$ cat config.mk
export PLATFORM = sky130hd
export DESIGN_NAME = elc_csr
export DESIGN_NICKNAME = d
export VERILOG_FILES = /design/src/verilog/elc_pkg.sv /design/src/verilog/elc_csr.sv
export SDC_FILE = /design/constraint.sdc
export NUM_CORES = 1
export LEC_CHECK = 0
export BUFFER_PORTS_ARGS = -buffer_cell sky130_fd_sc_hd__buf_2
export CORE_UTILIZATION = 50
export CTS_CLUSTER_DIAMETER = 40
export DETAILED_ROUTE_END_ITERATION = 8
export PLACE_DENSITY_LB_ADDON = 0.08
export SLEW_MARGIN = 40
export SYNTH_ARGS = -nofsm -noshare
export SYNTH_HDL_FRONTEND = slang
export SYNTH_SLANG_ARGS = --single-unit
$ cat constraint.sdc
create_clock -name MCLK -period 2.8 [get_ports MCLK]
set_clock_uncertainty 0.1 [all_clocks]
set_input_delay 0.28 -clock MCLK [delete_from_list [all_inputs] [get_ports MCLK]]
set_output_delay 0.28 -clock MCLK [all_outputs]
set_load 0.01 [all_outputs]
$ cat src/verilog/elc_pkg.sv
// Package of offsets, field positions and reset values for the link and slot registers.
package elc_pkg;
  // ----------------------------------------------------------------------------
  // Register byte offsets
  // ----------------------------------------------------------------------------
  localparam logic [7:0] ADDR_LINK    = 8'hC0;
  localparam logic [7:0] ADDR_SLOTCAP = 8'hC4;
  localparam logic [7:0] ADDR_SLOT    = 8'hC8;

  // ----------------------------------------------------------------------------
  // Link control and status fields
  // ----------------------------------------------------------------------------
  localparam int LC_PWR_LSB     = 0;
  localparam int LC_RCB_BIT     = 3;
  localparam int LC_DISABLE_BIT = 4;
  localparam int LC_RETRAIN_BIT = 5;
  localparam int LC_CCLK_BIT    = 6;
  localparam int LC_XSYNC_BIT   = 7;
  localparam int LS_SPEED_LSB   = 16;
  localparam int LS_WIDTH_LSB   = 20;
  localparam int LS_TERR_BIT    = 26;
  localparam int LS_TRAIN_BIT   = 27;
  localparam int LS_SCLK_BIT    = 28;
  localparam logic [1:0] PWR_RESET   = 2'h0;
  localparam logic [3:0] SPEED_2G5   = 4'h1;
  localparam logic [5:0] WIDTH_X1    = 6'h01;
  localparam logic       SCLK_RESET  = 1'b1;

  // ----------------------------------------------------------------------------
  // Slot capability, control and status fields
  // ----------------------------------------------------------------------------
  localparam int SC_BUTTON_BIT  = 0;
  localparam int SC_LATCH_BIT   = 2;
  localparam int SC_ATTN_BIT    = 3;
  localparam int SC_PIND_BIT    = 4;
  localparam int SC_HPCAP_BIT   = 6;
  localparam int SCTL_WIDTH     = 11;
  localparam logic [10:0] SCTL_RESET = 11'h000;
  localparam int SS_LSB         = 16;
  localparam int SS_WIDTH       = 7;

  // ----------------------------------------------------------------------------
  // AXI responses
  // ----------------------------------------------------------------------------
  localparam logic [1:0] RESP_OKAY   = 2'h0;
  localparam logic [1:0] RESP_SLVERR = 2'h2;
endpackage : elc_pkg
$ cat src/verilog/elc_csr.sv
// Link and slot configuration registers reached over AXI4-Lite.
// Summary of operation
// Two-bit power-state entry control, writable, resets to 00.
// Read completion boundary bit always reads zero.
// Link disable and retrain are read-only forward, writable reverse; reset zero.
// Negotiated link speed field is read-only, reads code 1 for 2.5Gb/s.
// Hot-plug presence and capable bits read 1 only when strapped on in reverse.
// With hot plug disabled those slot capability bits read 0.
// Writes to read-only or reserved fields ignored; reserved fields read zero.
//
// Implementation choice: the AXI4-Lite interface to the registers.
`timescale 1ns/100ps
`default_nettype none
module elc_csr #(
  parameter int ADDR_W = 8
) (
  input  wire logic              MCLK,
  input  wire logic              RESETN,
  input  wire logic              REVERSE_STRAP,
  input  wire logic              HOTPLUG_STRAP,
  input  wire logic [5:0]        LINK_WIDTH,
  input  wire logic              LINK_TRAIN_ERROR,
  input  wire logic              LINK_TRAINING,
  input  wire logic [6:0]        SLOT_EVENTS,
  output logic [1:0]             PWR_ENTRY,
  output logic                   LINK_DISABLE,
  output logic                   RETRAIN_LINK,
  output logic                   COMMON_CLOCK,
  output logic                   EXTENDED_SYNC,
  output logic [10:0]            SLOT_CONTROL,
  input  wire logic [ADDR_W-1:0] AWADDR,
  input  wire logic              AWVALID,
  output logic                   AWREADY,
  input  wire logic [31:0]       WDATA,
  input  wire logic [3:0]        WSTRB,
  input  wire logic              WVALID,
  output logic                   WREADY,
  output logic [1:0]             BRESP,
  output logic                   BVALID,
  input  wire logic              BREADY,
  input  wire logic [ADDR_W-1:0] ARADDR,
  input  wire logic              ARVALID,
  output logic                   ARREADY,
  output logic [31:0]            RDATA,
  output logic [1:0]             RRESP,
  output logic                   RVALID,
  input  wire logic              RREADY
);
  // The register offsets need at least eight address bits.
  if (ADDR_W < 8) begin : g_addr_check
    $error("ADDR_W must be at least 8");
  end

  // ----------------------------------------------------------------------------
  // Input synchronisers and strap capture
  // ----------------------------------------------------------------------------
  logic [16:0] sync1;
  logic [16:0] sync2;
  logic        strap_done;
  logic        reverse;
  logic        hotplug;
  always_ff @(posedge MCLK or negedge RESETN) begin
    if (!RESETN) begin
      sync1 <= 17'h0_0000;
      sync2 <= 17'h0_0000;
    end else begin
      sync1 <= {SLOT_EVENTS, LINK_TRAINING, LINK_TRAIN_ERROR, LINK_WIDTH, REVERSE_STRAP,
                HOTPLUG_STRAP};
      sync2 <= sync1;
    end
  end

  // Straps are caught once, three edges after release, when the second synchroniser stage
  // holds the pin level; later pin motion has no effect.
  logic [1:0] strap_arm;
  always_ff @(posedge MCLK or negedge RESETN) begin
    if (!RESETN) begin
      strap_arm  <= 2'b00;
      strap_done <= 1'b0;
      reverse    <= 1'b0;
      hotplug    <= 1'b0;
    end else begin
      strap_arm <= {strap_arm[0], 1'b1};
      if (strap_arm[1] && !strap_done) begin
        strap_done <= 1'b1;
        reverse    <= sync2[1];
        hotplug    <= sync2[0];
      end
    end
  end

  // ----------------------------------------------------------------------------
  // AXI write path
  // ----------------------------------------------------------------------------
  logic [ADDR_W-1:0] aw_addr;
  logic              aw_held;
  logic [31:0]       w_data;
  logic [3:0]        w_strb;
  logic              w_held;
  logic              do_write;
  assign AWREADY  = !aw_held && !BVALID;
  assign WREADY   = !w_held && !BVALID;
  assign do_write = aw_held && w_held && !BVALID;

  always_ff @(posedge MCLK or negedge RESETN) begin
    if (!RESETN) begin
      aw_held <= 1'b0;
      w_held  <= 1'b0;
      aw_addr <= '0;
      w_data  <= 32'h0000_0000;
      w_strb  <= 4'h0;
      BVALID  <= 1'b0;
      BRESP   <= elc_pkg::RESP_OKAY;
    end else begin
      if (AWVALID && AWREADY) begin
        aw_held <= 1'b1;
        aw_addr <= AWADDR;
      end
      if (WVALID && WREADY) begin
        w_held <= 1'b1;
        w_data <= WDATA;
        w_strb <= WSTRB;
      end
      if (do_write) begin
        aw_held <= 1'b0;
        w_held  <= 1'b0;
        BVALID  <= 1'b1;
        BRESP   <= hit(aw_addr) ? elc_pkg::RESP_OKAY : elc_pkg::RESP_SLVERR;
      end else if (BVALID && BREADY) begin
        BVALID <= 1'b0;
      end
    end
  end

  function automatic logic hit(input logic [ADDR_W-1:0] a);
    hit = (a == ADDR_W'(elc_pkg::ADDR_LINK)) || (a == ADDR_W'(elc_pkg::ADDR_SLOTCAP)) ||
          (a == ADDR_W'(elc_pkg::ADDR_SLOT));
  endfunction : hit

  // ----------------------------------------------------------------------------
  // Writable fields
  // ----------------------------------------------------------------------------
  logic wr_link;
  logic wr_slot;
  assign wr_link = do_write && (aw_addr == ADDR_W'(elc_pkg::ADDR_LINK)) && w_strb[0];
  assign wr_slot = do_write && (aw_addr == ADDR_W'(elc_pkg::ADDR_SLOT));

  always_ff @(posedge MCLK or negedge RESETN) begin
    if (!RESETN) begin
      PWR_ENTRY     <= elc_pkg::PWR_RESET;
      LINK_DISABLE  <= 1'b0;
      RETRAIN_LINK  <= 1'b0;
      COMMON_CLOCK  <= 1'b0;
      EXTENDED_SYNC <= 1'b0;
    end else if (wr_link) begin
      PWR_ENTRY     <= w_data[elc_pkg::LC_PWR_LSB +: 2];
      COMMON_CLOCK  <= w_data[elc_pkg::LC_CCLK_BIT];
      EXTENDED_SYNC <= w_data[elc_pkg::LC_XSYNC_BIT];
      // A forward bridge keeps both link actions at zero.
      if (reverse) begin
        LINK_DISABLE <= w_data[elc_pkg::LC_DISABLE_BIT];
        RETRAIN_LINK <= w_data[elc_pkg::LC_RETRAIN_BIT];
      end
    end
  end

  always_ff @(posedge MCLK or negedge RESETN) begin
    if (!RESETN) begin
      SLOT_CONTROL <= elc_pkg::SCTL_RESET;
    end else if (wr_slot) begin
      if (w_strb[0]) begin
        SLOT_CONTROL[7:0] <= w_data[7:0];
      end
      if (w_strb[1]) begin
        SLOT_CONTROL[10:8] <= w_data[10:8];
      end
    end
  end

  // ----------------------------------------------------------------------------
  // Read path
  // ----------------------------------------------------------------------------
  logic        hp_on;
  logic [31:0] rd_mux;
  assign hp_on   = hotplug && reverse;
  assign ARREADY = !RVALID;

  always_comb begin
    rd_mux = 32'h0000_0000;
    if (ARADDR == ADDR_W'(elc_pkg::ADDR_LINK)) begin
      rd_mux[elc_pkg::LC_PWR_LSB +: 2]   = PWR_ENTRY;
      rd_mux[elc_pkg::LC_RCB_BIT]        = 1'b0;
      rd_mux[elc_pkg::LC_DISABLE_BIT]    = LINK_DISABLE;
      rd_mux[elc_pkg::LC_RETRAIN_BIT]    = RETRAIN_LINK;
      rd_mux[elc_pkg::LC_CCLK_BIT]       = COMMON_CLOCK;
      rd_mux[elc_pkg::LC_XSYNC_BIT]      = EXTENDED_SYNC;
      rd_mux[elc_pkg::LS_SPEED_LSB +: 4] = elc_pkg::SPEED_2G5;
      rd_mux[elc_pkg::LS_WIDTH_LSB +: 6] = strap_done ? sync2[7:2] : elc_pkg::WIDTH_X1;
      rd_mux[elc_pkg::LS_TERR_BIT]       = sync2[8];
      rd_mux[elc_pkg::LS_TRAIN_BIT]      = sync2[9];
      rd_mux[elc_pkg::LS_SCLK_BIT]       = elc_pkg::SCLK_RESET;
    end else if (ARADDR == ADDR_W'(elc_pkg::ADDR_SLOTCAP)) begin
      rd_mux[elc_pkg::SC_BUTTON_BIT] = hp_on;
      rd_mux[elc_pkg::SC_LATCH_BIT]  = hp_on;
      rd_mux[elc_pkg::SC_ATTN_BIT]   = hp_on;
      rd_mux[elc_pkg::SC_PIND_BIT]   = hp_on;
      rd_mux[elc_pkg::SC_HPCAP_BIT]  = hp_on;
    end else if (ARADDR == ADDR_W'(elc_pkg::ADDR_SLOT)) begin
      rd_mux[elc_pkg::SCTL_WIDTH-1:0]            = SLOT_CONTROL;
      rd_mux[elc_pkg::SS_LSB +: elc_pkg::SS_WIDTH] = sync2[16:10];
    end
  end

  always_ff @(posedge MCLK or negedge RESETN) begin
    if (!RESETN) begin
      RVALID <= 1'b0;
      RDATA  <= 32'h0000_0000;
      RRESP  <= elc_pkg::RESP_OKAY;
    end else if (ARVALID && ARREADY) begin
      RVALID <= 1'b1;
      RDATA  <= rd_mux;
      RRESP  <= hit(ARADDR) ? elc_pkg::RESP_OKAY : elc_pkg::RESP_SLVERR;
    end else if (RVALID && RREADY) begin
      RVALID <= 1'b0;
    end
  end
endmodule : elc_csr
`default_nettype wire

### Word level (Yosys, flattened, before mapping)

Cells that the tools add are included.

* register bits: 109
* latch bits: 0
* bits in writable memories: 0
* bits in read-only memories: 0
* input bits: 76
* output and inout bits: 58
* memories kept: 0

* add/sub/neg operators: 0
* multipliers: 0
* divide/modulo/power cells: 0
* magnitude comparators: 0
* eq/ne operators: 6
* shift operators: 0
* mux-type cells: 26
* bitwise operators: 0
* reduce and logical (&&, ||, !) cells: 30

Operators by type and width (count)
* == test 8 bit, second input constant: 6
* 2-to-1 mux 7 bit: 3
* logical AND 1 bit: 14
* 2-to-1 mux 1 bit: 13
* 2-to-1 mux 6 bit: 2
* 2-to-1 mux 11 bit: 1
* nonzero test 2 bit: 4
* 2-to-1 mux 2 bit: 3
* 2-to-1 mux 3 bit: 2
* AND reduction 2 bit: 3
* zero test 1 bit: 5
* 2-to-1 mux 5 bit: 1
* logical OR 1 bit: 4
* 2-to-1 mux 4 bit: 1

### Longest topological paths before layout

Gate-level depths: netlist of run 1.

* depth in word-level cells: 5
* gate-level depth with buffers: 5
* gate-level depth less buffers: 3

### Least setup slack after synthesis of run 1

OpenSTA, ideal clock, no wires.

* path kind: flip-flop to flip-flop
* start point: register aw_addr[1]
* end point: register SLOT_CONTROL[10]
* data arrival time: 1.861 ns
* required time: 2.575 ns
* setup slack: 0.714 ns
* stages on the path, launching flop included: 5
* clock period less this slack: 2.086 ns
* cells stage by stage: dfrtp_1 or4_4 buf_6 or4_4 mux2_4

* word-level cells in the longest chain between the ends: 3

Ends and longest elaborated chain
* from (decl): RTL line elc_csr.sv:95 `logic [ADDR_W-1:0] aw_addr;`
* from (signal assigned): RTL line elc_csr.sv:109 `aw_addr <= '0;`
* from (signal assigned): RTL line elc_csr.sv:117 `aw_addr <= AWADDR;`
* == test 8 bit: RTL line elc_csr.sv:146 `assign wr_slot = do_write && (aw_addr == ADDR_W'(elc_pkg::ADDR_SLOT));`
* logical AND 1 bit: RTL line elc_csr.sv:146
* AND reduction 2 bit (no source line)
* to (signal assigned): RTL line elc_csr.sv:169 `SLOT_CONTROL <= elc_pkg::SCTL_RESET;`
* to (signal assigned): RTL line elc_csr.sv:175 `SLOT_CONTROL[10:8] <= w_data[10:8];`
* to (decl): RTL line elc_csr.sv:30 `output logic [10:0] SLOT_CONTROL,`

No other way between the ends.
A chain may end at the register's enable or synchronous reset.

### Final worst setup path of run 1

* start point: register aw_addr[1]
* end point: register SLOT_CONTROL[5]

The elaborated chain is that of the path after synthesis.

==> results_dict.tcl, run 1 <==
set metrics [dict create \
    status "finished, final reports clean" \
    internal-power_w 0.00256 \
    ys_seq_elements 107 \
    cts_setup_buffers 0 \
    core-area_um2 7730 \
    slew_violations 0 \
    finalPower_w 0.00354 \
    synth-compound-area-share 0.0606 \
    antenna_found_initial 0 \
    grt_pass1_wl_um 12300 \
    regArea_um2 2680 \
    fillers 632 \
    power.leakage_nw 2.45 \
    rsz0062_at_grt "false" \
    drive_above_1_share 0.399 \
    nNetsFinal 491 \
    clk_path_buf_depth 2 \
    fmax_mhz 448 \
    ys_seq_area_frac 0.671 \
    tns_ns 0 \
    synthArstFlopShare 1.00 \
    post-route-period-util 0.797 \
    synth_top_family_by_area "multiplexers" \
    die_h_um 91.3 \
    syn_avg_cell_area_um2 13.6 \
    synthCells 294 \
    cp.arrival_ns 2.37 \
    avgViaCountPerCell 4.90 \
    slew_headroom 0.540 \
    clock_latency_ns 0.35 \
    multiInputGateArea_um2 1200 \
    fp-row-count 32 \
    synth_fa_ha_area_frac 0 \
    grt.overflow.total 0 \
    area_growth_pct 24.3 \
    setup_viol 0 \
    initial_core_util 0.516 \
    final_cell_mix "107 x dfrtp_1, 99 x buf_2, 39 x nand2_1" \
    cts.clk_slew.worst_paths_ns 0.11 \
    ys_types 37 \
    pwr-share-comb 0.184 \
    track_usage 0.192 \
    synth_ff_type "dfrtp_1" \
    routabilityCongestion 0.710 \
    htreeDepth 3 \
    portBuffers 100 \
    clock_sinks 107 \
    tightest_slew_ns 0.690 \
    routedWlPerCell_um 14.0 \
    yosys.area_share.xor_xnor 0 \
    yosys_warnings 0 \
    p_clk_frac 0.264 \
    synth_edf_count 0 \
    synth.area.mux_share 0.123 \
    grt_max_degree 51 \
    cts_buffers 9 \
    die_w_um 91.3 \
    synth_top_area_frac 0.671 \
    holdCritPathClass "in -> reg" \
    fin_util 0.641 \
    wl_um 7320 \
    switchingPower_w 0.000981 \
    grt_pass1_vias 2617 \
    synth_top_cell_by_area "dfrtp_1" \
    p_seq_frac 0.553 \
    end_kind "flop" \
    drt-pass1-iter-count 4 \
    drc 0 \
    hold_viol_final 0 \
    max-vdd-ir-drop_uv 499 \
    cp_data_required_time_ns 2.93 \
    die_area_um2 8340 \
    power_density_nw_per_um2 714 \
    post_cts_resized 0 \
    diodes 0 \
    root_buffer "clkbuf_8" \
    r2r_slack_ns 0.57 \
    p_sw_frac 0.277 \
    cp-start-kind "flop" \
    synthesis.area_um2 3990 \
    pin_count 134 \
    synthSimpleGateAreaFrac 0.107 \
    final_common_cell "dfrtp_1" \
    vias 2551 \
    fin_crit_ns 2.23 \
    cap_violations 0 \
    ys_top_cells_by_area "dfrtp_1 67%, mux2_2 10%, nand2_1 3.7%" \
    cts_tree "done" \
    dpl.hpwl_um 5060 \
    critical_path_peak_fanout 8 \
    drtAntennaViolNets 0 \
    first_iter_violations 84 \
    crit_type "reg -> reg" \
]
per-layer routing:
metal,up-vias,track usage,share of wire
met5,-,0,0
met4,0,0.0714,0.011
met3,7,0.0369,0.045
met2,72,0.309,0.49
met1,1248,0.263,0.46
li1,1224,-,-
critical path: stages (launching register included):
cell and delay (ns):
dfrtp_1 0.38, or4_4 0.59, nor4_4 0.64, mux2_2 0.40
synth_stat cells, drive strengths merged (2+ instances only):
library cell,number
a21o,2
nand2,39
nor2,4
nand3b,2
or4,2
nand2b,4
nor2b,6
nor4,4
a22oi,2
dfrtp,107
buf,11
a21oi,2
nor3,3
clkbuf,11
or3b,2
nand4,2
o21ai,27
inv,4
conb,2
a211o,3
mux2,40
mux2i,3
path summary, 6_finish.rpt:
path,startpoint,end,depth (start not counted)
max reg2reg,aw_addr[1],SLOT_CONTROL[5],3
max in group asynchronous,RESETN,RDATA[28],3
min reg2reg,sync1[7],sync2[7],0
max,aw_addr[1],SLOT_CONTROL[5],3
min,RREADY,RVALID,2
min in group asynchronous,RESETN,SLOT_CONTROL[2],2
sequential cells by signal, summed over array words and instances (netlist names), 2 cells and up:
signal	count
sync2	17
SLOT_CONTROL	11
aw_addr	8
PWR_ENTRY	2
w_strb	2
strap_arm	2
w_data	11
sync1	17
RDATA	24
final cells by class:
cell class                      instances  area share
Inverter                                4     0.00303
Clock inverter                          6      0.0149
Multi-Input combinational cell        170       0.242
Sequential cell                       107       0.540
Tap cell                              102      0.0258
Clock buffer                            9      0.0250
Timing Repair Buffer                  123       0.148
power by group through the flow:
stage | Clock [W] | Combinational, W | Sequential, W
3_3_place_gp | 0 | 0.000621 | 0.00198
5_1_grt | 0.00101 | 0.000726 | 0.00199
3_5_place_dp | 0 | 0.000641 | 0.00199
4_1_cts | 0.000958 | 0.000663 | 0.00196
2_1_floorplan | 0 | 0.000450 | 0.00196
6_report | 0.000933 | 0.000651 | 0.00196
cell families (layout without fill, tap and decap cells):
family / after synthesis / in the layout
buffers and inverters: 26 / 142
AND/OR/NAND/NOR: 75 / 75
other: 2 / 11
AO/OA/AOI/OAI: 41 / 41
multiplexers: 43 / 43
flip-flops: 107 / 107
stage by stage:
step	hold slack, ns	std cells	setup WS, ns	area (µm²)
2_1_floorplan	-0.116	303	0.714	4020
3_3_place_gp	0.231	487	0.564	4570
3_5_place_dp	0.235	487	0.539	4570
4_1_cts	0.00251	521	0.525	4950
5_1_grt	0.0261	521	0.485	4950
6_report	0.0117	521	0.568	4950
timing repair:
item                                    in CTS  in global routing
endpoints found under the setup margin       0                  0
hold buffers                                19                  0
hold endpoints to repair                    66                  0
No activity file was read; power rests on OpenSTA's default activity.
==> run 2: changes to the inputs <==
Settings changed: CORE_UTILIZATION 50 to 45.
Clock period 2.8 ns to 1.79 ns, I/O delays scaled along.
==> run 2 against run 1 <==
- the flow now finishes with violations (setup timing)
- critical path depth unchanged
- maximum frequency up 12%
- sequential power up 57%
- clock power up 51%
- setup slack worse by 0.77 ns
- non-clock buffer count up 36
- hold slack better by 0.018 ns
- via count up 6.0%
- utilization down 0.17 points
- first-iteration DRC count up 76%
- routed wire length up 11%
- critical path type unchanged
- critical endpoint is now SLOT_CONTROL[10]
==> results_dict.tcl, run 2 (synthesis results as in run 1) <==
set metrics [dict create \
    slew_violations 0 \
    dpl.hpwl_um 5320 \
    clock_latency_ns 0.37 \
    top_regs "RDATA: 24 flops, sync1: 17 flops, sync2: 17 flops" \
    setup_viol 17 \
    grt_max_degree 58 \
    grt_pass1_vias 2623 \
    multiInputGateArea_um2 1250 \
    drc 0 \
    diodes 0 \
    rsz0062_at_grt "true" \
    drt-pass1-iter-count 6 \
    vias 2703 \
    cp_data_required_time_ns 1.94 \
    cp_slowest_cell "or4_4" \
    hold_start "ARADDR[6]" \
    area_growth_pct 34.4 \
    crit_type "reg -> reg" \
    root_buffer "clkbuf_8" \
    die_w_um 96.1 \
    dp_cells 504 \
    cts_setup_buffers 0 \
    fmax_mhz 502 \
    regArea_um2 2680 \
    routedWlPerCell_um 14.5 \
    wl_um 8160 \
    die_h_um 96.1 \
    htreeDepth 3 \
    max-vdd-ir-drop_uv 702 \
    slowest_delay_ns 0.59 \
    end_kind "flop" \
    holdPathStages 3 \
    pin_count 134 \
    core-area_um2 8380 \
    power_density_nw_per_um2 1070 \
    cp_cell_sequence "or4_4 -> or4_4 -> mux2_4" \
    cp-start-kind "flop" \
    critical_path_peak_fanout 5 \
    cts_buffers 9 \
    final_cell_mix "107 x dfrtp_1, 99 x buf_2, 41 x dlygate4sd3_1" \
    clock_sinks 107 \
    final_cell_area_um2 5360 \
    final_common_cell "dfrtp_1" \
    layout.cells.non_filler 561 \
    holdCritPathClass "in -> reg" \
    nNetsFinal 527 \
    antenna_found_initial 0 \
    avgViaCountPerCell 4.82 \
    die_area_um2 9240 \
    clk_path_buf_depth 2 \
    drtAntennaViolNets 0 \
    setup_slack_ns -0.203 \
    r2r_start "aw_addr[1]" \
    tightest_slew_ns 0.521 \
    hold_viol_final 0 \
    slew_headroom 0.652 \
    largest_reg_flops 24 \
    cts.clk_slew.worst_paths_ns 0.10 \
    grt_pass1_wl_um 12700 \
    track_usage 0.187 \
    grt.overflow.total 0 \
    place_area_um2 4730 \
    fin_crit_ns 1.99 \
    first_iter_violations 148 \
    drive_above_1_share 0.401 \
    initial_core_util 0.476 \
    cap_violations 0 \
    regMostFlops "RDATA" \
    portBuffers 100 \
    routabilityCongestion 0.744 \
    post-route-period-util 1.11 \
    path_common_cell "or4_4" \
    violations "setup timing" \
    dp_slack_ns -0.219 \
    cts_tree "done" \
    worstRegToRegCells 3 \
    cp.arrival_ns 2.14 \
    status "complete, but fails checks" \
    fp-row-count 33 \
    power.leakage_nw 2.64 \
    crit_start "aw_addr[1]" \
    fillers 690 \
]
run 2: worst paths after layout:
check | endpoint | slack [ns]
worst max register to register | SLOT_CONTROL[10] | -0.20
max in group asynchronous | RETRAIN_LINK | 0.79
worst max-delay path | SLOT_CONTROL[10] | -0.20
worst min register to register | sync2[8] | 0.26
worst min-delay path | RDATA[2] | 0.03
min in group asynchronous | RDATA[0] | 0.17
run 2: layout make-up:
| cell class | count | share of cell area |
|---|---|---|
| multi-input cells | 170 | 0.234 |
| flip-flops and latches | 107 | 0.500 |
| inverters | 4 | 0.00280 |
| clock buffers | 9 | 0.0231 |
| well taps | 105 | 0.0245 |
| repair buffers | 159 | 0.203 |
| clock inverters | 7 | 0.0126 |
run 2: routing by layer:
layer  vias to the layer above  GRT usage  wire length (µm)  part of all wire
met3                        11     0.0427               446             0.055
met4                         0     0.0684               126             0.015
li1                       1300          -                 -                 -
met1                      1309      0.251              3820              0.47
met5                         -          0                 0                 0
met2                        83      0.296              3770              0.46
run 2: what timing repair did:
action | in CTS | in global routing
setup endpoints to repair | 17 | 17
gates resized for setup | 7 | 1
pin swaps | 0 | 0
hold buffers | 41 | 0
cloned | 0 | 0
endpoints found under the hold margin | 72 | 0
run 2: power breakdown:
| part | internal (W) | total (W) | switching [W] |
|---|---|---|---|
| logic | 0.000716 | 0.00125 | 0.000535 |
| clock network | 0.000545 | 0.00141 | 0.000869 |
| registers | 0.00280 | 0.00307 | 0.000272 |
| total | 0.00406 | 0.00574 | 0.00168 |
run 2: metrics by stage:
stage	utilization	TNS (ns)	power [W]	hold WS, ns
2_1_floorplan	-	-2.69	0.00380	-0.217
3_3_place_gp	0.564	-1.85	0.00425	0.0303
3_5_place_dp	0.564	-2.17	0.00429	0.0389
4_1_cts	0.639	-2.46	0.00580	0.0147
5_1_grt	0.639	-3.28	0.00604	0.0410
6_report	0.639	-2.31	0.00574	0.0298
run 2: critical path, delay by kind of cell (launching register included):
family / cells / cell delay (ns)
AND/OR/NAND/NOR: 2 / 1.07
flip-flops: 1 / 0.39
multiplexers: 1 / 0.32
==> run 3: changes to the inputs <==
--- a/constraint.sdc
+++ b/constraint.sdc
@@ -3,3 +3,3 @@
 set_input_delay 0.179 -clock MCLK [delete_from_list [all_inputs] [get_ports MCLK]]
 set_output_delay 0.179 -clock MCLK [all_outputs]
-set_load 0.01 [all_outputs]
+set_load 0.1 [all_outputs]
==> run 3 against run 2 <==
- the run still ends with setup timing left
- clock-buffer cell count increased by 1
- combinational power increased by 65%
- cell area increased by 0.51%
- critical path depth unchanged
- via count decreased by 0.26%
- sequential power about the same
- final cell count decreased by 0.18%
- die area unchanged
- register-to-register slack about the same
- largest cell class unchanged
==> results_dict.tcl, run 3 (synthesis results as in run 1) <==
set metrics [dict create \
    final_cell_mix "105 x dfrtp_1, 97 x buf_2, 41 x dlygate4sd3_1" \
    portBuffers 100 \
    largest_reg_flops 24 \
    grt.overflow.total 0 \
    diodes 0 \
    grt_max_degree 35 \
    cts_buffers 9 \
    place_area_um2 4770 \
    cp-start-kind "flop" \
    root_buffer "clkbuf_8" \
    avgViaCountPerCell 4.81 \
    nNetsFinal 526 \
    area_growth_pct 35.1 \
    wl_um 8240 \
    die_area_um2 9240 \
    p_sw_frac 0.370 \
    cts.clk_slew.worst_paths_ns 0.10 \
    hold_slack_ns 0.0486 \
    cp.arrival_ns 2.14 \
    grt_pass1_wl_um 12900 \
    p_clk_frac 0.209 \
    final_common_cell "dfrtp_1" \
    drtAntennaViolNets 0 \
    hold_viol_final 0 \
    clk_path_buf_depth 2 \
    setup_viol 17 \
    pin_count 134 \
    status "complete, but fails checks" \
    slew_violations 0 \
    cts_tree "done" \
    top_regs "RDATA: 24 flops, sync1: 17 flops, sync2: 17 flops" \
    track_usage 0.191 \
    core-area_um2 8380 \
    power.leakage_nw 2.64 \
    fp-row-count 33 \
    fmax_mhz 503 \
    cap_violations 0 \
    vias 2696 \
    drc 0 \
    holdCritPathClass "in -> reg" \
    pwr-share-comb 0.317 \
    r2r_slack_ns -0.20 \
    htreeDepth 3 \
    holdPathStages 3 \
    rsz0062_at_grt "true" \
    crit_type "reg -> reg" \
    drt-pass1-iter-count 4 \
    cts_setup_buffers 0 \
    violations "setup timing" \
    cp_data_required_time_ns 1.94 \
    clock_sinks 107 \
    worstRegToRegCells 3 \
    post-route-period-util 1.11 \
    p_seq_frac 0.475 \
    power_density_nw_per_um2 1210 \
    setup_slack_ns -0.199 \
    routedWlPerCell_um 14.7 \
    routabilityCongestion 0.742 \
    end_kind "flop" \
    internal-power_w 0.00410 \
    die_w_um 96.1 \
    die_h_um 96.1 \
    dpl.hpwl_um 5530 \
    critical_path_peak_fanout 5 \
    antenna_found_initial 0 \
    fin_crit_ns 1.99 \
    grt_pass1_vias 2616 \
    drive_above_1_share 0.407 \
    regMostFlops "RDATA" \
    first_iter_violations 62 \
    final_cell_area_um2 5390 \
    max-vdd-ir-drop_uv 998 \
    clock_latency_ns 0.36 \
    initial_core_util 0.476 \
    switchingPower_w 0.00240 \
]
==> run 3: cell types whose count changed in the layout (fill, tap and decap cells not counted), sizes merged <==
| cell | previous run | this run |
|---|---|---|
| inv | 8 | 6 |
| clkbuf | 9 | 10 |
| buf | 118 | 117 |
| clkinv | 2 | 4 |
| clkinvlp | 1 | 0 |
==> run 3: through the flow <==
stage          std cells  utilization  TNS, ns  total power (W)  setup WS [ns]
2_1_floorplan        303            -   -11.24          0.00461         -0.439
3_3_place_gp         503        0.569    -2.79          0.00507         -0.209
3_5_place_dp         503        0.569    -3.12          0.00511         -0.235
4_1_cts              560        0.642    -2.39          0.00657         -0.204
5_1_grt              560        0.643    -3.50          0.00685         -0.256
6_report             560        0.643    -2.19          0.00650         -0.199
==> run 3: cell type report <==
| class | count | area, µm² |
|---|---|---|
| Clock buffer | 10 | 128 |
| Sequential cell | 107 | 2690 |
| Clock inverter | 6 | 57.6 |
| Tap cell | 105 | 131 |
| Inverter | 4 | 15.0 |
| Timing Repair Buffer | 158 | 1100 |
| Fill cell | 678 | 2990 |
| Multi-Input combinational cell | 170 | 1270 |
==> run 3: power groups by stage <==
| stage | logic, W | registers [W] | clock network, W |
|---|---|---|---|
| after floorplan | 0.00105 | 0.00356 | 0 |
| after global placement | 0.00195 | 0.00311 | 0 |
| after detailed placement | 0.00198 | 0.00313 | 0 |
| after CTS | 0.00207 | 0.00308 | 0.00142 |
| after global routing | 0.00218 | 0.00313 | 0.00153 |
| final | 0.00206 | 0.00308 | 0.00136 |
==> run 3: repair_timing <==
action,in CTS,in global routing
hold endpoints to repair,116,0
hold buffers,41,0
pin swaps,1,1
setup endpoints to repair,18,19
resized for setup,4,3
==> run 3: worst paths after layout <==
path	from	end
setup / recovery	aw_addr[1]	SLOT_CONTROL[10]
hold / removal	ARADDR[6]	RDATA[3]
setup reg to reg	aw_addr[1]	SLOT_CONTROL[10]
hold reg to reg	sync1[5]	sync2[5]
max in group asynchronous	RESETN	BVALID
min in group asynchronous	RESETN	sync2[0]
==> run 3: critical path: stages (launching register included) <==
cell     delay, ns
dfrtp_1       0.39
or4_4         0.60
or4_4         0.48
mux2_4        0.31
==> run 3: metal layers <==
metal  track usage  routed length [µm]  vias to the layer above  share of wire
met1         0.247                3630                     1307           0.44
met3        0.0506                 497                        8          0.060
met2         0.320                4040                       90           0.49
met5             0                   0                        -              0
met4        0.0485                  74                        0         0.0090
li1              -                   -                     1291              -
